[src/inc/rpm_map.svh]
// Constants for the reset pin and mode select block: timing counts and
// reset values, one macro each.
// Assumes a 25 MHz system clock and no register bus.
//
// What this block does
// Any reset drives reset pin low ~34 cycles; power-up drives it while reset is high, then 33 more
// Record each reset cause in status bits
// External low on reset pin requests reset
// In reset, shared pin is mode select
// After reset, shared pin becomes debug line
// High mode pin at release: normal mode
// Host holds pin low: active background mode
// Debug bit time is 16 controller clocks
// Releasing party drives brief high speedup pulse; here high lasts as long as dbg_drive_high is held
// Shared pin has internal pull-up when idle
// After reset run from internal clock generator
// Mode captured once at release, held
`ifndef RPM_MAP_SVH
`define RPM_MAP_SVH

// ==========================================================================
// Timing counts
// ==========================================================================
`define RPM_RESET_DRIVE_CYCLES 6'd34
`define RPM_BIT_TIME_CYCLES    5'd16
`define RPM_SPEEDUP_CYCLES     5'd1

// ==========================================================================
// Reset cause reset value and bit positions
// ==========================================================================
`define RPM_CAUSE_RESET        4'h0
`define RPM_CAUSE_POR_BIT      0
`define RPM_CAUSE_LVD_BIT      1
`define RPM_CAUSE_PIN_BIT      2
`define RPM_CAUSE_OTHER_BIT    3

`endif

[src/inc/rpm_pkg.sv]
// Types shared by the reset pin and mode select block.
// Assumes rpm_map.svh defines the numeric constants.
package rpm_pkg;

    // Reset sources sampled each cycle
    typedef struct packed {
        logic power_on;                   // Power-on detector
        logic low_voltage;                // Low-voltage detector
        logic other;                      // Watchdog, illegal op and similar
    } rpm_sources_t;

    // Three-signal view of the shared pin
    typedef struct packed {
        logic out;                        // Driven level
        logic oe;                         // High while driving
        logic pull_up;                    // Internal pull-up enabled
    } rpm_pin_drive_t;

    typedef enum logic [1:0] {
        RPM_IDLE,
        RPM_DRIVE,
        RPM_WAIT_PIN
    } rpm_state_t;

endpackage

[src/hdl/rpm_reset_mode.sv]
// Reset pin driver, reset-cause recorder and mode select capture.
// Assumes pins are synchronised here; the debug controller owns the debug
// line after reset and hands its drive requests in on dbg_* ports.
// Every requested reset drives the reset pin low for a fixed 34 cycles; power-up drives it while reset is high and 33 cycles more.
`timescale 1ns/100ps
`include "rpm_map.svh"

module rpm_reset_mode
    import rpm_pkg::*;
(
    input  wire logic           sys_clk,
    input  wire logic           reset,
    input  wire rpm_sources_t   sources,
    input  wire logic           reset_pin_in,
    output logic                reset_pin_out,
    output logic                reset_pin_oe,
    input  wire logic           mode_pin_in,
    output rpm_pin_drive_t      mode_pin,
    input  wire logic           dbg_drive_low,
    input  wire logic           dbg_drive_high,
    output logic                dbg_line_in,
    output logic                dbg_bit_tick,
    output logic                chip_reset_n,
    output logic                background_mode,
    output logic                use_internal_clock,
    output logic [3:0]          reset_cause
);

    // ======================================================================
    // Pin input synchronisers
    // ======================================================================
    logic [2:0] rst_sync_q;               // Reset pin sampler chain
    logic [2:0] ms_sync_q;                // Mode pin sampler chain
    logic       rst_lvl_q;                // Filtered reset pin level
    logic       ms_lvl_q;                 // Filtered mode pin level

    // Three-stage sampling, level moves once stages two and three agree
    always_ff @(posedge sys_clk)
    begin
        rst_sync_q <= {rst_sync_q[1:0], reset_pin_in};
        ms_sync_q  <= {ms_sync_q[1:0], mode_pin_in};
        if (reset)
        begin
            // Filters start high so reset is not taken as a pin request
            rst_lvl_q <= 1'b1;
            ms_lvl_q  <= 1'b1;
        end
        else
        begin
            if (rst_sync_q[1] == rst_sync_q[2])
                rst_lvl_q <= rst_sync_q[2];
            if (ms_sync_q[1] == ms_sync_q[2])
                ms_lvl_q <= ms_sync_q[2];
        end
    end

    // ======================================================================
    // Reset sequencing
    // ======================================================================
    rpm_state_t state_q;                  // Sequencer state
    logic [5:0] drive_cnt_q;              // Low-drive cycle counter
    logic       pin_low;                  // External request seen
    logic       int_src;                  // Any internal source
    logic       start;                    // New reset begins
    logic       release_now;              // Last cycle in reset
    logic       drive_last;               // Final cycle of the low drive
    logic       pin_oe_d;                 // Next reset pin drive enable
    logic       chip_run_d;               // Next chip run level

    assign pin_low     = ~rst_lvl_q;
    assign int_src     = |sources;
    // Own drive also reads back low, so pin only starts from idle
    assign start       = (state_q == RPM_IDLE) && (int_src || pin_low);
    // Chip leaves reset only once the pin is back high and sources quiet
    assign release_now = (state_q == RPM_WAIT_PIN) && !pin_low && !int_src;
    // Counter reaches the end of the fixed drive window
    assign drive_last  = (drive_cnt_q == `RPM_RESET_DRIVE_CYCLES - 6'h01);
    // Drive starts on the request edge and stops after the last count
    assign pin_oe_d    = start || ((state_q == RPM_DRIVE) && !drive_last);
    // Run from idle unless a reset starts; leave reset on release
    assign chip_run_d  = (state_q == RPM_IDLE) ? !start : release_now;

    // Drive the pin for the fixed count, then wait for the pin to rise
    always_ff @(posedge sys_clk)
    begin
        if (reset)
        begin
            state_q     <= RPM_DRIVE;
            drive_cnt_q <= 6'h00;
        end
        else
        begin
            unique case (state_q)
                RPM_IDLE:
                begin
                    // Wait for any reset request
                    if (start)
                    begin
                        state_q     <= RPM_DRIVE;
                        drive_cnt_q <= 6'h00;
                    end
                end
                RPM_DRIVE:
                begin
                    // Count the fixed low drive
                    drive_cnt_q <= drive_cnt_q + 6'h01;
                    if (drive_last)
                        state_q <= RPM_WAIT_PIN;
                end
                RPM_WAIT_PIN:
                begin
                    // Hold reset until the pin and sources clear
                    if (release_now)
                        state_q <= RPM_IDLE;
                end
            endcase
        end
    end

    // Registered pin drive and chip reset
    always_ff @(posedge sys_clk)
    begin
        if (reset)
        begin
            // Power-up counts as a reset: drive at once
            reset_pin_out <= 1'b0;
            reset_pin_oe  <= 1'b1;
            chip_reset_n  <= 1'b0;
        end
        else
        begin
            // Pin is only ever pulled low, never driven high
            reset_pin_out <= 1'b0;
            reset_pin_oe  <= pin_oe_d;
            chip_reset_n  <= chip_run_d;
        end
    end

    // ======================================================================
    // Reset cause
    // ======================================================================
    logic [3:0] cause_d;                  // Cause bits of a new reset
    assign cause_d = {sources.other, pin_low && !int_src,
                      sources.low_voltage, sources.power_on};

    // Cause bits latched when a reset starts; internal-source bits accumulated while in reset
    // Pin cause only counts when no internal source is active at start
    always_ff @(posedge sys_clk)
    begin
        if (reset)
            reset_cause <= `RPM_CAUSE_RESET;
        else if (start)
            reset_cause <= cause_d;
        else if (state_q != RPM_IDLE)
            reset_cause <= reset_cause | (cause_d & {4{int_src}});
    end

    // ======================================================================
    // Mode select and clock choice
    // ======================================================================
    // Pin level caught once on release, held until the next release
    always_ff @(posedge sys_clk)
    begin
        if (reset)
        begin
            background_mode    <= 1'b0;
            use_internal_clock <= 1'b1;
        end
        else if (release_now)
        begin
            // Clock choice and mode are both settled at every release
            background_mode    <= !ms_lvl_q;
            use_internal_clock <= 1'b1;
        end
    end

    // ======================================================================
    // Shared pin function
    // ======================================================================
    logic [4:0] bit_cnt_q;                // Bit-time divider
    logic       debug_fn;                 // Pin acting as debug line
    logic       bit_last;                 // Last cycle of a bit time

    assign debug_fn = (state_q == RPM_IDLE) && !start;
    // Divider wraps after the sixteenth cycle of a bit
    assign bit_last = (bit_cnt_q == `RPM_BIT_TIME_CYCLES - 5'h01);

    // Pin drive: input only in reset, debug drive afterwards
    always_ff @(posedge sys_clk)
    begin
        if (reset)
        begin
            // Pin released, pull-up on, no ticks
            mode_pin     <= '{out: 1'b1, oe: 1'b0, pull_up: 1'b1};
            dbg_line_in  <= 1'b1;
            dbg_bit_tick <= 1'b0;
            bit_cnt_q    <= 5'h00;
        end
        else
        begin
            mode_pin.pull_up <= 1'b1;
            if (debug_fn)
            begin
                // Low wins; high is driven for as long as dbg_drive_high is held
                mode_pin.out <= !dbg_drive_low;
                mode_pin.oe  <= dbg_drive_low || dbg_drive_high;
                dbg_line_in  <= ms_lvl_q;
            end
            else
            begin
                // Mode select input only, debug drive ignored
                mode_pin.out <= 1'b1;
                mode_pin.oe  <= 1'b0;
                dbg_line_in  <= 1'b1;
            end
            // Tick every 16 cycles while the debug line is live
            if (!debug_fn || bit_last)
                bit_cnt_q <= 5'h00;
            else
                bit_cnt_q <= bit_cnt_q + 5'h01;
            dbg_bit_tick <= debug_fn && bit_last;
        end
    end

endmodule

[config.mk]
export PLATFORM = sky130hd
export DESIGN_NAME = rpm_reset_mode
export DESIGN_NICKNAME = d
export VERILOG_FILES = /design/src/inc/rpm_pkg.sv /design/src/hdl/rpm_reset_mode.sv
export VERILOG_INCLUDE_DIRS = /design/src /design/src/inc
export SDC_FILE = /design/constraint.sdc
export NUM_CORES = 1
export LEC_CHECK = 0
export BUFFER_PORTS_ARGS = -buffer_cell sky130_fd_sc_hd__buf_2
export CORE_MARGIN = 2
export CORE_UTILIZATION = 48
export DETAILED_ROUTE_END_ITERATION = 16
export GPL_TIMING_DRIVEN = 0
export PLACE_DENSITY = 0.73
export SLEW_MARGIN = 15
export SYNTH_ARGS = -nofsm -noshare
export SYNTH_HDL_FRONTEND = slang
export SYNTH_SLANG_ARGS = --single-unit
[constraint.sdc]
create_clock -name sys_clk -period 1.62 [get_ports sys_clk]
set_clock_uncertainty 0.05 [all_clocks]
set_input_delay 0.405 -clock sys_clk [delete_from_list [all_inputs] [get_ports sys_clk]]
set_output_delay 0.405 -clock sys_clk [all_outputs]
set_load 0.1 [all_outputs]
==> out/results.txt <==
clock share of power -> 31.7%
post-synth top area share -> 48.9%
total power per unit cell area -> 940 nW/µm²
Area after DPL -> 1450 µm²
via-per-instance ratio -> 4.98
Power Internal -> 1.03 mW
io pins -> 23
port buffer count -> 19
total number of vias -> 966
initial antenna violation count -> 0
WP depth -> 1
Max FO, Critical Path -> 2
Layout Cells excl Fill -> 194
Final Cell Area -> 1560 µm²
slowest stage cell, crit path -> buf_2
first-pass GRT wire length -> 3850 µm
die area -> 3160 µm²
Hold-fix buffers, CTS -> 0
fraction of registers with async set/reset -> 0%
hpwl dp -> 1660 µm
Core Box Area -> 2520 µm²
WL final -> 2280 µm
Worst-path clk slew -> 0.11 ns
post-synthesis register bit count -> 32
Ys Warns -> 0
Post-synth top cells -> 32 x dfxtp_1, 18 x nor2_1, 12 x a21oi_1, 9 x inv_1, 7 x ha_1
Total Routing Usage GR -> 16.2%
H-tree levels -> 2
DRT Pass-1 Iters -> 4
layout cells sized above 1 -> 28.7%
count leader, synth -> dfxtp_1
Layout fillers -> 209
combinational power share -> 11.4%
max incr delay on CP -> 0.42 ns
Chip Height -> 56.2 µm
Die W -> 56.2 µm
WP buf/inv -> 1
LEAKAGE -> 0.686 nW
Netlist cell types -> 34
CTS tree -> done
Final Hold Fails -> 0
root buffer cell -> clkbuf_4
RSZ-0062 raised after global routing -> false
fin nets -> 179
CP Launch Point -> reset_cause[0]$_SDFFE_PP0P_
Residual DRC -> 0
CP top delay family -> buffers and inverters
leading area contributor after synthesis -> dfxtp_1
Initial Util -> 51.9%
routability cong. -> 0.723
cell count after placement -> 184
Final Cycle Share -> 96.2%
FF-to-FF Start -> rst_lvl_q$_SDFFE_PP1N_
critical path data required time -> 1.16 ns
critical path class -> reg2out
area grow syn2layout -> 18.9%
n_diodes -> 0
Slew Viols, Final -> 0
number of synthesized flops with an enable pin -> 0
Max Cap Violations -> 0
crit path capture -> reset_cause[0]
Clock Sinks -> 32
pre-CTS setup slack -> -0.197 ns
clk_lat worst skew -> 0.33 ns
startpoint types -> register
largest net degree at the start of global routing -> 13
Synth Flop Type -> dfxtp_1
vias in the first global route -> 915
Setup crit end kind -> output pin
setup TNS -> 0 ns
Routed Antenna Nets -> 0
worst-path cell chain -> buf_2
WL per Instance -> 11.8 µm
initial DRC count -> 25
switching part of the total power -> 29.4%
post-synthesis sequential area ratio -> 48.9%
fin util -> 61.7%
fin crit period -> 1.56 ns
synthesized area per cell -> 9.77 µm²
Final WS setup -> 0.0619 ns
Register-to-Register Path Depth -> 3
worst flop-to-flop path endpoint -> reset_pin_oe$_SDFF_PP1_
Cell Area, Synth -> 1310 µm²
remaining global-route overflow -> 0
Hold Crit Class -> in2reg
status -> complete, no violations
Arr. time, crit path -> 1.10 ns
Power Total -> 1.46 mW
Worst R2R Setup Slack -> 0.08 ns
CTS buffer count -> 5
Syn Inst Count -> 134
setup violators final -> 0
clock buffer depth -> 2
Row Count -> 18
top cells by area, synth -> dfxtp_1 49%, ha_1 6.7%, nor2_1 5.2%, a21oi_1 4.6%, inv_1 2.6%
Hold Slack -> 0.113 ns
Max VDD drop -> 0.791 mV
fmax -> 642 MHz
NetSw -> 0.429 mW
Flop pwr share -> 56.9%
cell usage in the layout (no fill, tap or decap), types with 2 or more instances in the layout:
| cell type | count |
|---|---|
| nor2_1 | 17 |
| o21bai_1 | 2 |
| nor3_1 | 2 |
| ha_1 | 5 |
| buf_4 | 5 |
| buf_2 | 18 |
| a211oi_1 | 4 |
| o21a_1 | 3 |
| o21ai_0 | 3 |
| clkbuf_1 | 2 |
| clkinvlp_4 | 2 |
| a21oi_1 | 12 |
| dfxtp_1 | 29 |
| nand3_1 | 3 |
| ha_2 | 2 |
| clkbuf_4 | 6 |
| nand2_1 | 6 |
| nand3b_1 | 3 |
| inv_1 | 9 |
| conb_1 | 3 |
| nor2b_1 | 2 |
| nand2b_1 | 2 |
| nand2_4 | 2 |
| dfxtp_2 | 3 |
| mux2i_1 | 3 |
what timing repair did:
item / 4_1_cts / 5_1_grt
buffers inserted: 2 / 0
pin swaps: 0 / 1
gates resized for setup: 3 / 7
setup endpoints to repair: 2 / 5
gates cloned: 0 / 0
registers in the layout, summed over array words and instances (netlist names):
register	flops
rst_lvl_q	1
reset_pin_oe	1
background_mode	1
dbg_bit_tick	1
state_q	2
chip_reset_n	1
rst_sync_q	3
ms_lvl_q	1
bit_cnt_q	5
mode_pin	2
reset_cause	4
ms_sync_q	3
dbg_line_in	1
drive_cnt_q	6
power by group through the flow:
stage / Combinational, mW / Sequential, mW / Clock (mW)
after floorplan: 0.0902 / 0.886 / 0
after global placement: 0.156 / 0.850 / 0
after detailed placement: 0.160 / 0.850 / 0
after CTS: 0.166 / 0.833 / 0.483
after global routing: 0.178 / 0.837 / 0.513
final: 0.166 / 0.832 / 0.464
layer usage:
| layer | wire length [µm] | global-route usage [%] | share of wire [%] |
|---|---|---|---|
| met1 | 1080 | 18.4 | 47 |
| met3 | 98 | 6.28 | 4.3 |
| met5 | 0 | 0 | 0 |
| met2 | 1050 | 25.4 | 46 |
| met4 | 61 | 9.86 | 2.7 |
logic make-up after synthesis:
kind of cell / after synthesis / share of synthesized area (%)
simple gates: 44 / 19.5
other cells: 2 / 0.574
flops: 32 / 48.9
buf+inv: 15 / 5.26
xor+xnor: 2 / 1.34
compound gates: 28 / 13.7
mux: 4 / 4.02
fa+ha+maj: 7 / 6.69
cell type report:
class	instances	area [µm²]	share of cell area (%)
multi-input cells	88	617	39.6
well taps	30	37.5	2.41
clock buffers	5	37.5	2.41
flip-flops and latches	32	644	41.4
plain buffers	6	37.5	2.41
inverters	9	33.8	2.17
clock inverters	3	23.8	1.53
repair buffers	21	125	8.04
worst min-delay path by stage:
| stage | start | end | slack (ns) | cells after the start |
|---|---|---|---|---|
| after global placement | ms_sync_q[0]$_DFF_P_ | ms_sync_q[1]$_DFF_P_ | 0.27 | 0 |
| after CTS | mode_pin_in | ms_sync_q[0]$_DFF_P_ | 0.09 | 1 |
| after global routing | mode_pin_in | ms_sync_q[0]$_DFF_P_ | 0.08 | 1 |
| final | mode_pin_in | ms_sync_q[0]$_DFF_P_ | 0.11 | 1 |
| after floorplan | ms_sync_q[0]$_DFF_P_ | ms_sync_q[1]$_DFF_P_ | 0.26 | 0 |
| after detailed placement | ms_sync_q[0]$_DFF_P_ | ms_sync_q[1]$_DFF_P_ | 0.27 | 0 |
worst register-to-register path: cells and delay by family (launching register included):
kind | cells | cell delay [ns]
DFF | 1 | 0.41
and+or+nand+nor | 3 | 0.98
(Power assumes the default switching activity.)
